## config.mk

```make
export PLATFORM = sky130hd
export DESIGN_NAME = wdc_top
export DESIGN_NICKNAME = d
export VERILOG_FILES = /design/src/rtl/wdc_pkg.sv /design/src/rtl/wdc_prescaler.sv /design/src/rtl/wdc_unlock.sv /design/src/rtl/wdc_top.sv
export SDC_FILE = /design/constraint.sdc
export NUM_CORES = 1
export LEC_CHECK = 0
export BUFFER_PORTS_ARGS = -buffer_cell sky130_fd_sc_hd__buf_4
export CAP_MARGIN = 20
export CELL_PAD_IN_SITES_DETAIL_PLACEMENT = 0
export CELL_PAD_IN_SITES_GLOBAL_PLACEMENT = 1
export CORE_MARGIN = 4
export CORE_UTILIZATION = 40
export CTS_BUF_LIST = sky130_fd_sc_hd__clkbuf_4 sky130_fd_sc_hd__clkbuf_8 sky130_fd_sc_hd__clkbuf_16
export DETAILED_ROUTE_END_ITERATION = 16
export PLACE_DENSITY = 0.88
export SETUP_SLACK_MARGIN = 0.02
export SYNTH_ARGS = -nofsm -noshare
export SYNTH_HDL_FRONTEND = slang
export SYNTH_SLANG_ARGS = --single-unit
```

## constraint.sdc

```tcl
create_clock -name CLK_SYS -period 2.7 [get_ports CLK_SYS]
set_input_delay 0.81 -clock CLK_SYS [delete_from_list [all_inputs] [get_ports CLK_SYS]]
set_output_delay 0.81 -clock CLK_SYS [all_outputs]
set_load 0.005 [all_outputs]
```

## src/rtl/wdc_pkg.sv

```systemverilog
// Package of constants and types for the watchdog control unit
package wdc_pkg;
  // ----------------------------------------------------------------
  // Register map (byte addresses, one 32-bit word per register)
  // ----------------------------------------------------------------
  localparam logic [7:0] WDC_CTRL_IDX   = 8'haa;   // Control register index
  localparam logic [9:0] WDC_CTRL_ADDR  = 10'h2a8; // Index times four
  localparam logic [9:0] WDC_TA_ADDR    = 10'h300; // Unlock key register
  localparam logic [9:0] WDC_CFG_ADDR   = 10'h304; // Config enable / mode
  localparam logic [9:0] WDC_STAT_ADDR  = 10'h308; // Sticky event status
  localparam logic [9:0] WDC_MASK_ADDR  = 10'h30c; // Interrupt mask
  localparam logic [9:0] WDC_CNT_ADDR   = 10'h310; // Live counter value
  localparam int         WDC_ADDR_W     = 10;

  // ----------------------------------------------------------------
  // Control register fields
  // ----------------------------------------------------------------
  localparam int WDC_RUN_BIT  = 7;
  localparam int WDC_CLR_BIT  = 6;
  localparam int WDC_TOF_BIT  = 5;
  localparam int WDC_LPR_BIT  = 4;
  localparam int WDC_RSTF_BIT = 3;
  localparam int WDC_PS_HI    = 2;
  localparam int WDC_PS_LO    = 0;
  localparam logic [2:0] WDC_PS_POR     = 3'h7;   // Largest division
  localparam logic [3:0] WDC_CFG_GPT    = 4'hf;   // General timer config
  localparam logic [3:0] WDC_CFG_POR    = 4'hf;

  // Unlock key: two writes, with no other write between them
  localparam logic [7:0] WDC_KEY1       = 8'haa;
  localparam logic [7:0] WDC_KEY2       = 8'h55;

  // Status bits
  localparam int WDC_EV_TOF = 0;  // Counter overflow
  localparam int WDC_EV_RST = 1;  // Watchdog reset issued
  localparam int WDC_EV_W   = 2;

  // Prescaler ratios 1,4,8,16,32,64,128,256 as shift amounts
  localparam int WDC_PRE_W = 8;

  typedef enum logic [1:0] {TA_IDLE, TA_HALF, TA_OPEN} wdc_ta_t;
endpackage : wdc_pkg

```

## src/rtl/wdc_prescaler.sv

```systemverilog
// Prescaler that turns the system clock into counting ticks
`timescale 1ns/1ps
`default_nettype none
module wdc_prescaler
  import wdc_pkg::*;
(
  input  wire logic       clk,    // System clock
  input  wire logic       rst,    // Asynchronous reset
  input  wire logic       en,     // Counting allowed
  input  wire logic [2:0] sel,    // Ratio select
  output logic            tick    // One-cycle tick
);
  logic [WDC_PRE_W-1:0] div_r;

  // Ratio mask: select 0 passes every cycle, 7 one in 256
  function automatic logic [WDC_PRE_W-1:0] ratio_mask(input logic [2:0] s);
    ratio_mask = (s == 3'h0) ? 8'h00 : 8'(8'hff >> (3'h7 - s));
  endfunction

  // Free divider, held while stopped so ratios restart cleanly
  always_ff @(posedge clk or posedge rst) begin
    if (rst) begin
      div_r <= 8'h00;
    end else if (en) begin
      div_r <= div_r + 8'h01;
    end
  end

  assign tick = en && ((div_r & ratio_mask(sel)) == ratio_mask(sel)); // [RQ8]
endmodule : wdc_prescaler
`default_nettype wire

```

## src/rtl/wdc_unlock.sv

```systemverilog
// Timed-access unlock sequencer guarding the control register
`timescale 1ns/1ps
`default_nettype none
module wdc_unlock
  import wdc_pkg::*;
(
  input  wire logic       clk,      // System clock
  input  wire logic       rst,      // Asynchronous reset
  input  wire logic       key_we,   // Write to unlock register
  input  wire logic [7:0] key,      // Written key byte
  input  wire logic       other_we, // Any other accepted write
  output logic            open      // Next control write allowed
);
  wdc_ta_t st_r;

  // Key pair opens one write; any other write closes again
  always_ff @(posedge clk or posedge rst) begin
    if (rst) begin
      st_r <= TA_IDLE;
    end else begin
      case (st_r)
        TA_IDLE: st_r <= (key_we && key == WDC_KEY1) ? TA_HALF : TA_IDLE;
        TA_HALF: begin
          if (key_we && key == WDC_KEY2) st_r <= TA_OPEN;
          else if (key_we || other_we)   st_r <= TA_IDLE;
        end
        TA_OPEN: if (key_we || other_we) st_r <= TA_IDLE; // [RQ11]
        default: st_r <= TA_IDLE;
      endcase
    end
  end

  assign open = (st_r == TA_OPEN);
endmodule : wdc_unlock
`default_nettype wire

```

## src/rtl/wdc_top.sv

```systemverilog
// Watchdog control unit: protected control register, counter and flags
// Notes on behaviour
// [RQ1] Run bit starts counter only when config enable bits are all ones.
// [RQ2] Writing one to clear bit zeroes the counter; zero does nothing.
// [RQ3] Clear bit reads one until the counter clear has completed.
// [RQ4] Overflow sets time-out flag; it stays until software clears it.
// [RQ5] Low-power-run bit chooses stop or keep counting in idle/power-down; the code does so in timer config only, reset config always stops.
// [RQ6] Watchdog time-out reset sets reset flag; software should clear it.
// [RQ7] Power-on clears reset flag, watchdog reset sets it, others keep it.
// [RQ8] Three-bit prescale select divides 1/1 to 1/256, default largest.
// [RQ9] Power-on sets prescale field; other resets keep it.
// [RQ10] With divided system clock, power-down exit should use wake-up timer.
// [RQ11] Control writes need the unlock sequence immediately before.
// [RQ12] In reset configuration an overflow resets device, sets reset flag.
// [RQ13] Counter steps per prescaled tick; wrap from maximum sets flag.
//
// Design decision made here: the Wishbone slave port.
`timescale 1ns/1ps
`default_nettype none
module wdc_top
  import wdc_pkg::*;
#(
  parameter int CNT_W = 6                   // Watchdog counter width
)(
  input  wire logic        CLK_SYS,         // 40 MHz clock
  input  wire logic        RST,             // Async reset, active high
  input  wire logic        POR_PULSE,       // Power-on reset seen, 1 cycle
  input  wire logic        LOWPOWER,        // Idle or power-down active
  input  wire logic        WB_CYC_I,        // Wishbone cycle
  input  wire logic        WB_STB_I,        // Wishbone strobe
  input  wire logic        WB_WE_I,         // Wishbone write
  input  wire logic [9:0]  WB_ADR_I,        // Byte address
  input  wire logic [3:0]  WB_SEL_I,        // Byte selects
  input  wire logic [31:0] WB_DAT_I,        // Write data
  output logic [31:0]      WB_DAT_O,        // Read data
  output logic             WB_ACK_O,        // Acknowledge
  output logic             WB_ERR_O,        // Unmapped address
  output logic             WDT_RESET_REQ,   // Device reset request pulse
  output logic             IRQ              // Level interrupt
);
  // ----------------------------------------------------------------
  // State
  // ----------------------------------------------------------------
  logic             run_r, lpr_r, tof_r, rstf_r, clr_r;
  logic [2:0]       ps_r;
  logic [3:0]       cfg_r;
  logic [CNT_W-1:0] cnt_r;
  logic [WDC_EV_W-1:0] stat_r, mask_r;
  logic             ack_nxt, req, wr, rd, b0, open, tick, ovf;
  logic             ctrl_wr, gpt, counting, hit;
  logic [7:0]       ctrl_rd;
  logic [WDC_EV_W-1:0] ev;

  // ----------------------------------------------------------------
  // Bus decode: one wait cycle, answer one edge after request
  // ----------------------------------------------------------------
  assign req  = WB_CYC_I && WB_STB_I && !WB_ACK_O && !WB_ERR_O;
  assign hit  = (WB_ADR_I == WDC_CTRL_ADDR) || (WB_ADR_I == WDC_TA_ADDR) ||
                (WB_ADR_I == WDC_CFG_ADDR)  || (WB_ADR_I == WDC_STAT_ADDR) ||
                (WB_ADR_I == WDC_MASK_ADDR) || (WB_ADR_I == WDC_CNT_ADDR);
  assign wr   = req && hit && WB_WE_I;
  assign rd   = req && hit && !WB_WE_I;
  assign b0   = WB_SEL_I[0];
  assign ctrl_wr = wr && b0 && (WB_ADR_I == WDC_CTRL_ADDR) && open; // [RQ11]
  assign gpt  = (cfg_r == WDC_CFG_GPT);
  // Counting needs run (timer mode) or is on in reset mode while LOWPOWER is low
  assign counting = (gpt ? run_r : 1'b1) &&                      // [RQ1]
                    (!LOWPOWER || (gpt && lpr_r));               // [RQ5]
  assign ovf  = tick && (&cnt_r) && !clr_r;                      // [RQ13]
  assign ev   = {ovf && !gpt, ovf};

  wdc_unlock u_unlock (
    .clk      (CLK_SYS),
    .rst      (RST),
    .key_we   (wr && b0 && WB_ADR_I == WDC_TA_ADDR),
    .key      (WB_DAT_I[7:0]),
    .other_we (wr && WB_ADR_I != WDC_TA_ADDR),
    .open     (open)
  );

  wdc_prescaler u_pre (
    .clk  (CLK_SYS),
    .rst  (RST),
    .en   (counting),
    .sel  (ps_r),
    .tick (tick)
  );

  // Acknowledge and error, each one cycle
  always_ff @(posedge CLK_SYS or posedge RST) begin
    if (RST) begin
      WB_ACK_O <= 1'b0;
      WB_ERR_O <= 1'b0;
    end else begin
      WB_ACK_O <= req && hit;
      WB_ERR_O <= req && !hit;
    end
  end

  // ----------------------------------------------------------------
  // Control register fields
  // ----------------------------------------------------------------
  // Ordinary reset keeps prescale; only power-on loads the maximum.
  // RST is a block reset, so these bits are not on it.
  always_ff @(posedge CLK_SYS) begin
    if (POR_PULSE) begin
      ps_r   <= WDC_PS_POR;                                      // [RQ9]
      rstf_r <= 1'b0;                                            // [RQ7]
      cfg_r  <= WDC_CFG_POR;
    end else begin
      if (ctrl_wr) ps_r <= WB_DAT_I[WDC_PS_HI:WDC_PS_LO];        // [RQ8]
      // Hardware set wins over a software clear in the same cycle
      if (ev[WDC_EV_RST]) rstf_r <= 1'b1;                        // [RQ6] [RQ12]
      else if (ctrl_wr) rstf_r <= WB_DAT_I[WDC_RSTF_BIT];        // [RQ7]
      if (wr && b0 && WB_ADR_I == WDC_CFG_ADDR) cfg_r <= WB_DAT_I[3:0];
    end
  end

  // Run, low-power-run, time-out flag
  always_ff @(posedge CLK_SYS or posedge RST) begin
    if (RST) begin
      run_r <= 1'b0;
      lpr_r <= 1'b0;
      tof_r <= 1'b0;
    end else begin
      if (ctrl_wr) run_r <= WB_DAT_I[WDC_RUN_BIT];               // [RQ1]
      if (ctrl_wr) lpr_r <= WB_DAT_I[WDC_LPR_BIT];               // [RQ5]
      if (ovf) tof_r <= 1'b1;                                    // [RQ4]
      else if (ctrl_wr) tof_r <= WB_DAT_I[WDC_TOF_BIT];
    end
  end

  // Clear request pending until the counter is zeroed next cycle
  always_ff @(posedge CLK_SYS or posedge RST) begin
    if (RST) begin
      clr_r <= 1'b0;
    end else if (ctrl_wr && WB_DAT_I[WDC_CLR_BIT]) begin
      clr_r <= 1'b1;                                             // [RQ2]
    end else begin
      clr_r <= 1'b0;                                             // [RQ3]
    end
  end

  // Watchdog counter
  always_ff @(posedge CLK_SYS or posedge RST) begin
    if (RST) begin
      cnt_r <= '0;
    end else if (clr_r) begin
      cnt_r <= '0;                                               // [RQ2]
    end else if (tick) begin
      cnt_r <= cnt_r + 1'b1;                                     // [RQ13]
    end
  end

  // Device reset request when overflowing in reset configuration
  always_ff @(posedge CLK_SYS or posedge RST) begin
    if (RST) begin
      WDT_RESET_REQ <= 1'b0;
    end else begin
      WDT_RESET_REQ <= ev[WDC_EV_RST];                           // [RQ12]
    end
  end

  // ----------------------------------------------------------------
  // Interrupt status and mask
  // ----------------------------------------------------------------
  always_ff @(posedge CLK_SYS or posedge RST) begin
    if (RST) begin
      stat_r <= '0;
      mask_r <= '0;
      IRQ    <= 1'b0;
    end else begin
      // Set beats write-one-to-clear
      if (wr && b0 && WB_ADR_I == WDC_STAT_ADDR)
        stat_r <= (stat_r & ~WB_DAT_I[WDC_EV_W-1:0]) | ev;
      else
        stat_r <= stat_r | ev;
      if (wr && b0 && WB_ADR_I == WDC_MASK_ADDR)
        mask_r <= WB_DAT_I[WDC_EV_W-1:0];
      IRQ <= |(stat_r & mask_r);
    end
  end

  // ----------------------------------------------------------------
  // Read data
  // ----------------------------------------------------------------
  assign ctrl_rd = {run_r, clr_r, tof_r, lpr_r, rstf_r, ps_r};   // [RQ3]

  always_ff @(posedge CLK_SYS or posedge RST) begin
    if (RST) begin
      WB_DAT_O <= 32'h0000_0000;
    end else if (rd) begin
      case (WB_ADR_I)
        WDC_CTRL_ADDR: WB_DAT_O <= {24'h00_0000, ctrl_rd};
        WDC_CFG_ADDR:  WB_DAT_O <= {28'h000_0000, cfg_r};
        WDC_STAT_ADDR: WB_DAT_O <= {30'h0, stat_r};
        WDC_MASK_ADDR: WB_DAT_O <= {30'h0, mask_r};
        WDC_CNT_ADDR:  WB_DAT_O <= 32'(cnt_r);
        default:       WB_DAT_O <= 32'h0000_0000;
      endcase
    end
  end

  // ----------------------------------------------------------------
  // Checks
  // ----------------------------------------------------------------
  a_locked_write: assert property (@(posedge CLK_SYS) disable iff (RST)
    (wr && b0 && WB_ADR_I == WDC_CTRL_ADDR && !open && !ovf && !POR_PULSE)
      |=> $stable(run_r)) else $error("locked write changed run"); // [RQ11]
  a_clear_zero: assert property (@(posedge CLK_SYS) disable iff (RST)
    ctrl_wr && WB_DAT_I[WDC_CLR_BIT] |=> ##1 (cnt_r == '0))
    else $error("clear did not zero counter"); // [RQ2]
  a_clear_read: assert property (@(posedge CLK_SYS) disable iff (RST)
    clr_r |=> !clr_r || $past(ctrl_wr))
    else $error("clear stuck"); // [RQ3]
  a_tof_set: assert property (@(posedge CLK_SYS) disable iff (RST)
    ovf |=> tof_r) else $error("timeout flag not set"); // [RQ4]
  a_stop_idle: assert property (@(posedge CLK_SYS) disable iff (RST)
    (LOWPOWER && !lpr_r && !clr_r) |=> $stable(cnt_r))
    else $error("counter ran in low power"); // [RQ5]
  a_run_gate: assert property (@(posedge CLK_SYS) disable iff (RST)
    (gpt && !run_r && !clr_r) |=> $stable(cnt_r))
    else $error("counter ran while disabled"); // [RQ1]
  a_rst_flag: assert property (@(posedge CLK_SYS) disable iff (RST)
    (ev[WDC_EV_RST] && !POR_PULSE) |=> (rstf_r && WDT_RESET_REQ))
    else $error("reset flag not set"); // [RQ12]
  a_por_prescale: assert property (@(posedge CLK_SYS) disable iff (RST)
    POR_PULSE |=> (ps_r == WDC_PS_POR && !rstf_r))
    else $error("power-on values wrong"); // [RQ9]
  a_irq_level: assert property (@(posedge CLK_SYS) disable iff (RST)
    |(stat_r & mask_r) |=> IRQ) else $error("irq missing");

  // Bus answer: exactly one cycle after a request, one cycle wide
  a_ack_timing: assert property (@(posedge CLK_SYS) disable iff (RST)
    (req && hit) |=> WB_ACK_O)
    else $error("ack not given one cycle after request");
  a_ack_pulse: assert property (@(posedge CLK_SYS) disable iff (RST)
    WB_ACK_O |=> !WB_ACK_O)
    else $error("ack longer than one cycle");
  a_err_unmapped: assert property (@(posedge CLK_SYS) disable iff (RST)
    (req && !hit) |=> (WB_ERR_O && !WB_ACK_O))
    else $error("unmapped access not refused");

  // Control read shows the live clear-in-progress bit
  a_ctrl_rdata: assert property (@(posedge CLK_SYS) disable iff (RST)
    (rd && WB_ADR_I == WDC_CTRL_ADDR) |=> WB_DAT_O[7:0] == $past(ctrl_rd))
    else $error("control read data wrong"); // [RQ3]
  a_clr_pending: assert property (@(posedge CLK_SYS) disable iff (RST)
    (ctrl_wr && WB_DAT_I[WDC_CLR_BIT]) |=> clr_r)
    else $error("clear not shown as pending"); // [RQ3]
  a_clr_zeroes: assert property (@(posedge CLK_SYS) disable iff (RST)
    clr_r |=> (cnt_r == '0))
    else $error("pending clear left counter"); // [RQ2]

  // Counter steps once per tick, wrapping at its width
  a_cnt_step: assert property (@(posedge CLK_SYS) disable iff (RST)
    (tick && !clr_r) |=> cnt_r == CNT_W'($past(cnt_r) + 1'b1))
    else $error("counter did not step on tick"); // [RQ13]

  // Sticky flags and prescale hold until software or power-on writes them
  a_tof_hold: assert property (@(posedge CLK_SYS) disable iff (RST)
    (tof_r && !ctrl_wr) |=> tof_r)
    else $error("timeout flag dropped by itself"); // [RQ4]
  a_rstf_hold: assert property (@(posedge CLK_SYS) disable iff (RST)
    (rstf_r && !ctrl_wr && !POR_PULSE) |=> rstf_r)
    else $error("reset flag dropped by itself"); // [RQ7]
  a_ps_hold: assert property (@(posedge CLK_SYS) disable iff (RST)
    (!ctrl_wr && !POR_PULSE) |=> $stable(ps_r))
    else $error("prescale changed without write"); // [RQ9]

  // Timer configuration never asks for a device reset
  a_no_req_gpt: assert property (@(posedge CLK_SYS) disable iff (RST)
    gpt |=> !WDT_RESET_REQ)
    else $error("reset request in timer mode"); // [RQ12]

  // One unlock opens one control write only
  a_unlock_once: assert property (@(posedge CLK_SYS) disable iff (RST)
    ctrl_wr |=> !open)
    else $error("unlock stayed open after write"); // [RQ11]

  // Interrupt falls once nothing unmasked is pending
  a_irq_clear: assert property (@(posedge CLK_SYS) disable iff (RST)
    !(|(stat_r & mask_r)) |=> !IRQ)
    else $error("irq without unmasked status");

  c_overflow:  cover property (@(posedge CLK_SYS) ovf);
  c_unlocked:  cover property (@(posedge CLK_SYS) ctrl_wr);
  c_wdt_reset: cover property (@(posedge CLK_SYS) WDT_RESET_REQ);
  c_clearing:  cover property (@(posedge CLK_SYS) clr_r);
  c_lp_tick:   cover property (@(posedge CLK_SYS) LOWPOWER && tick);
endmodule : wdc_top
`default_nettype wire

```

---- Yosys cells after proc, flatten, opt, wreduce, memory -nomap -nowiden ----
Cells that the tools add are included.
cells by class
  shift operators ......................... 1
  add/subtract/negate cells ............... 3
  bitwise gates (word level) .............. 6
  reductions and logical operators ........ 45
  eq/ne operators ......................... 13
  multiplexer cells ....................... 15
operator list
  kind                                               number
  == test 10 bit (second input constant)             6
  one-hot mux 8 bit (5 select lines)                 1
  logical AND 1 bit                                  24
  two-way mux 6 bit                                  2
  inequality test 10 bit (second input constant)     1
  adder 8 x 1 -> 8 bit (second input constant)       1
  AND 8 bit                                          1
  == test 8 x 7 -> 1 bit (second input constant)     1
  == test 8 bit                                      1
  == test 8 bit (second input constant)              1
  two-way mux 8 bit                                  1
  right shift 8 x 3 -> 8 bit (first input constant)  1
  logical NOT 1 bit                                  7
  logical OR 1 bit                                   7
  two-way mux 1 bit                                  7
  adder 6 x 1 -> 6 bit (second input constant)       1
  two-way mux 2 bit                                  3
  one-hot mux 2 bit (3 select lines)                 1
  AND reduction 6 bit                                1
  nonzero test 2 bit                                 3
  AND 2 bit                                          2
  == test 4 bit (second input constant)              1
  OR 2 bit                                           2
  logical NOT 3 bit                                  1
  6 further kinds                                    6
storage, ports and cells
  input bits .............................. 53
  bits in registers ....................... 68
  word-level logic and storage cells ...... 100
  output and inout port bits .............. 36

---- Depth between registers and ports, before layout ----
  depth in word-level cells ............... 14
  depth in mapped cells ................... 6
  mapped depth without buffers ............ 5

---- By module ----
A second synthesis with hierarchy kept.
second synthesis, totals
  cells, all modules ...................... 252
  area, all modules ....................... 2544.9 um^2
modules (own cells, without submodules)
  module         area an instance (um^2)  instances  cells an instance  sequential area each (um^2)
  wdc_top        1955.6                   1          199                810.8
  wdc_prescaler  427.9                    1          39                 200.2
  wdc_unlock     161.4                    1          14                 50.0

---- Worst setup path after synthesis ----
Ideal clock, no wire load.
  path kind ............................... in2reg
  start point ............................. input port WB_ADR_I[4]
  end point ............................... register cfg_r[0]
  library setup time ...................... 120 ps
  arrival time ............................ 2392 ps
  stages .................................. 5
  buffers on the path ..................... 1
  data required time ...................... 2580 ps
  slack ................................... 188 ps
  cell sequence ........................... or3b_1 nor4_4 or3b_1 buf_6 a211o_1
on the way
  word-level cells in the longest chain between the ends .. 10
  elaborated cells between the ends (all ways) .. 15
  classes of those cells .................. 6 x eq/ne; 9 x reduce/logical
RTL lines
  element                         RTL line        RTL
  from (decl)                     wdc_top.sv:32   input wire logic [9:0] WB_ADR_I,
  == test 10 bit                  wdc_top.sv:58   assign hit = (WB_ADR_I == WDC_CTRL_ADDR) || (WB_ADR_I == WDC_TA_ADDR) ||
  logical OR 1 bit (2 in a row)   wdc_top.sv:58
  logical OR 1 bit (2 in a row)   wdc_top.sv:59   (WB_ADR_I == WDC_CFG_ADDR) || (WB_ADR_I == WDC_STAT_ADDR) ||
  logical OR 1 bit                wdc_top.sv:60   (WB_ADR_I == WDC_MASK_ADDR) || (WB_ADR_I == WDC_CNT_ADDR);
  logical AND 1 bit (2 in a row)  wdc_top.sv:61   assign wr = req && hit && WB_WE_I;
  logical AND 1 bit               wdc_top.sv:115  if (wr && b0 && WB_ADR_I == WDC_CFG_ADDR) cfg_r <= WB_DAT_I[3:0];
  logical AND 1 bit *             wdc_top.sv:115
  to (signal assigned)            wdc_top.sv:115
  to (decl)                       wdc_top.sv:46   logic [3:0] cfg_r;
Mark *: on every way between the ends. The rest lies on a longest branch, timed or not.
A chain may end at the register's enable or synchronous reset.

---- Final worst setup path ----
  start point ............................. input port WB_ADR_I[1]
  end point ............................... register cfg_r[3]
The elaborated chain is that of the path after synthesis.

==> summary.md <==
| Metric | Value |
|---|---|
| Status | completed |
| Final net count | 362 |
| Sequential share of the synthesized area | between 40% and 50% |
| Fin Setup TNS | 0 ns |
| Post-Synth XOR/XNOR Area | ~2.5% |
| CTS max path bufs | 2 |
| First-pass GRT wire length | around 9600 um |
| Seq cells post-synth | 44 |
| Antenna-violating nets left | 0 |
| H-tree depth | 2 |
| Power per cell area | 460.0 nW/um^2 |
| Total GRT Usage | around 16% |
| CTS tree | built |
| Vias | roughly 2,000 |
| Worst Slack Setup Final | 0.3897 ns |
| Post-synthesis adder-cell area fraction | 1.006% |
| Worst Tran Pin Value | ~0.52 ns |
| Final Setup Violations | 0 |
| Mux cell area share after synthesis | under 10% |
| Drt via density | between 5 and 6 |
| Final Max Slew Viols | 0 |
| Met1 GRT Util | a little under a quarter |
| Post-Place Cells | 375 |
| Ys async rst share | 81.82% |
| Final hold slack | roughly 0.47 ns |
| Most frequent cells in the layout | buf_4 (44), dfrtp_1 (36), nand2_1 (26) |
| Unique masters post-synth | 50 |
| Area Overhead vs Synth | 17.45% |
| Commonest non-fill, non-tap cell in the layout | buf_4 |
| Met2 Track Usage GR | roughly 24% |
| DIE HEIGHT | slightly below 90 um |
| Drt first-iter violations | about 140 |
| DRC Markers | 0 |
| Area of the mapped netlist | approximately 2500 um^2 |
| Max Cap Violations | 0 |
| Final Routed Wirelength | between 5000 and 6000 um |
| Chip width | a little under 90 um |
| Initial antenna violation count | 0 |
| Congestion Overflow GR | 0 |
| Cells after Synth | roughly 260 |
| Synth Area in Simple Gates | between 20% and 30% |
| Post-CTS Resized | 0 |
| Post-Layout Cell Count | 383 |
| Hold WC Path Type | reg2reg |
| PortBufs | 37 |
| Clock latency on the worst-skew pair | approximately 0.30 ns |
| Core Box Area | ~6000 um^2 |
| Final Hold Viols | 0 |
| Num ports | roughly 90 |
| Fin crit share | approximately 86% |
| RSZ-0062 raised after global routing | no |
| Worst path slowest cell | or4bb_1 |
| # diodes | 0 |
| Avg WL per Cell | between 10 and 15 um |
| Yosys warning total | 0 |
| Worst Path Max Fanout | 8 |
| Mean Syn Cell Area | ~9.5 um^2 |
| Clk sinks | 44 |
| Root Driver | clkbuf_8 |
| Rows | 28 |
| Endpoint type of the worst setup path | flip-flop |
| Slew HR | between 60% and 70% |
| Hold path cells | 1 |
| Main combinational cell family by area after synthesis | simple AND/OR/NAND/NOR gates |
| Crit Path Class | in2reg |
| Register clock-pin slew on the reported worst setup and hold paths | roughly 0.080 ns |
| Clock Skews | 0.008514 ns |
| Drt pass-1 iters | 4 |
| GR Util met3 | 3.027% |
| Startpoint type of the worst setup path | input pin |
| Main flop type after synthesis | dfrtp_1 |
| Tmin final | around 2.3 ns |
| Crit path DAT | between 2 and 3 ns |
| Cts bufs inserted | 5 |
| Number of global-route vias before repair | 1,915 |
| Static Leak | between 1 and 1.5 nW |
| WP data required | between 2 and 3 ns |
| Post-synth EDFFs | 0 |
| CTS Hold Bufs | 0 |
| Initial core utilization | 41.52% |
| DP HPWL | approximately 4400 um |
| Postcts setup bufs | 0 |
| Layout cells sized above 1 | 22.08% |
| Reg2reg path depth | 4 |
| Pre-CTS WS | 0.07636 ns |
| Overall Power | between 1 and 1.5 mW |
| CP peak stage delay | approximately 0.57 ns |
| Die area | 7544 um^2 |
| Fill cells | approximately 580 |
| Largest net degree at the start of global routing | 37 |
| Worst IR drop on VDD | 299.0 uV |
| Worst path cell trace | buf_4 > or4bb_1 > nor4_4 > or3b_1 > a211o_1 |
| Global route hottest layer | met2 |
| Post-synthesis compound-gate area fraction | 14.44% |
| Max frequency | approximately 430 MHz |
| Gpl congestion | between 0.8 and 0.9 |
-- through the flow --
step | cell area [um^2] | utilization (%)
3_5_place_dp | 2795 | 46.66
3_3_place_gp | 2795 | 46.66
2_1_floorplan | 2574 | -
4_1_cts | 2922 | 48.77
5_1_grt | 2922 | 48.77
6_report | 2922 | 48.77
-- report_power, final --
part           switching, mW  internal (mW)
Sequential            0.0155          0.667
Clock                  0.227          0.327
Combinational         0.0599         0.0482
Total                  0.302           1.04
-- cell families after synthesis --
logic type,after synthesis
compound gates,53
xor+xnor,7
fa+ha+maj,2
buf+inv,39
flops,44
mux,7
other cells,1
simple gates,108
-- path summary, 6_finish.rpt --
| path | start | end | slack [ns] |
|---|---|---|---|
| max in group asynchronous | RST | stat_r[1]$_DFF_PP0_ | 1.77 |
| min in group asynchronous | RST | u_pre.div_r[0]$_DFFE_PP0P_ | 0.61 |
| worst min-delay path | u_pre.div_r[7]$_DFFE_PP0P_ | u_pre.div_r[7]$_DFFE_PP0P_ | 0.47 |
| worst max-delay path | WB_ADR_I[1] | cfg_r[3]$_SDFFE_PP1P_ | 0.39 |
| worst max register to register | WB_ERR_O$_DFF_PP0_ | cfg_r[3]$_SDFFE_PP1P_ | 0.75 |
| worst min register to register | u_pre.div_r[7]$_DFFE_PP0P_ | u_pre.div_r[7]$_DFFE_PP0P_ | 0.47 |
-- layout make-up --
type                       instances  area [um^2]  area share [%]
multi-input combinational        201         1269           43.43
timing repair buffer              44        330.3           11.31
clock buffer                       7        96.34           3.298
inverter                          11        41.29           1.413
clock inverter                     1        30.03           1.028
sequential                        44         1061           36.32
tap                               75        93.84           3.212
-- Yosys cell counts, types with 4 or more instances --
| master | n | area share, % |
|---|---|---|
| dfxtp_1 | 8 | 6.4 |
| mux2_2 | 5 | 2.3 |
| xnor2_1 | 4 | 1.4 |
| dfrtp_1 | 36 | 36 |
| a22oi_1 | 4 | 1.2 |
| inv_1 | 11 | 1.7 |
| nand3_1 | 9 | 1.8 |
| o21ai_0 | 17 | 3.4 |
| nand2b_1 | 6 | 1.5 |
| nor2b_1 | 4 | 1.0 |
| buf_4 | 24 | 7.2 |
| a211o_1 | 7 | 2.5 |
| a21oi_1 | 8 | 1.6 |
| nand2_1 | 26 | 3.9 |
| or4_1 | 7 | 2.1 |
| nor2_1 | 15 | 2.3 |
| o31ai_1 | 4 | 1.2 |
| nand4b_1 | 4 | 1.4 |
| nor3_1 | 6 | 1.2 |
-- sequential cells by signal (all words and copies together), names as in the netlist, 2 cells and up --
register and cells:
ps_r 3, WB_DAT_O 8, u_pre.div_r 8, u_unlock.st_r 2, stat_r 2, mask_r 2, cnt_r 6, cfg_r 4
-- layer usage --
layer	vias up	wire length [um]
met3	3	412
met5	-	0
met2	68	2641
met1	964	2607
met4	0	34
li1	984	-
-- critical path: cells and delay by family --
family                 cells  cell delay (ns)
AOI/OAI and AO/OA          1             0.33
and+or+nand+nor            3             1.24
buffers and inverters      1             0.12
No activity file was read; power rests on OpenSTA's default activity.
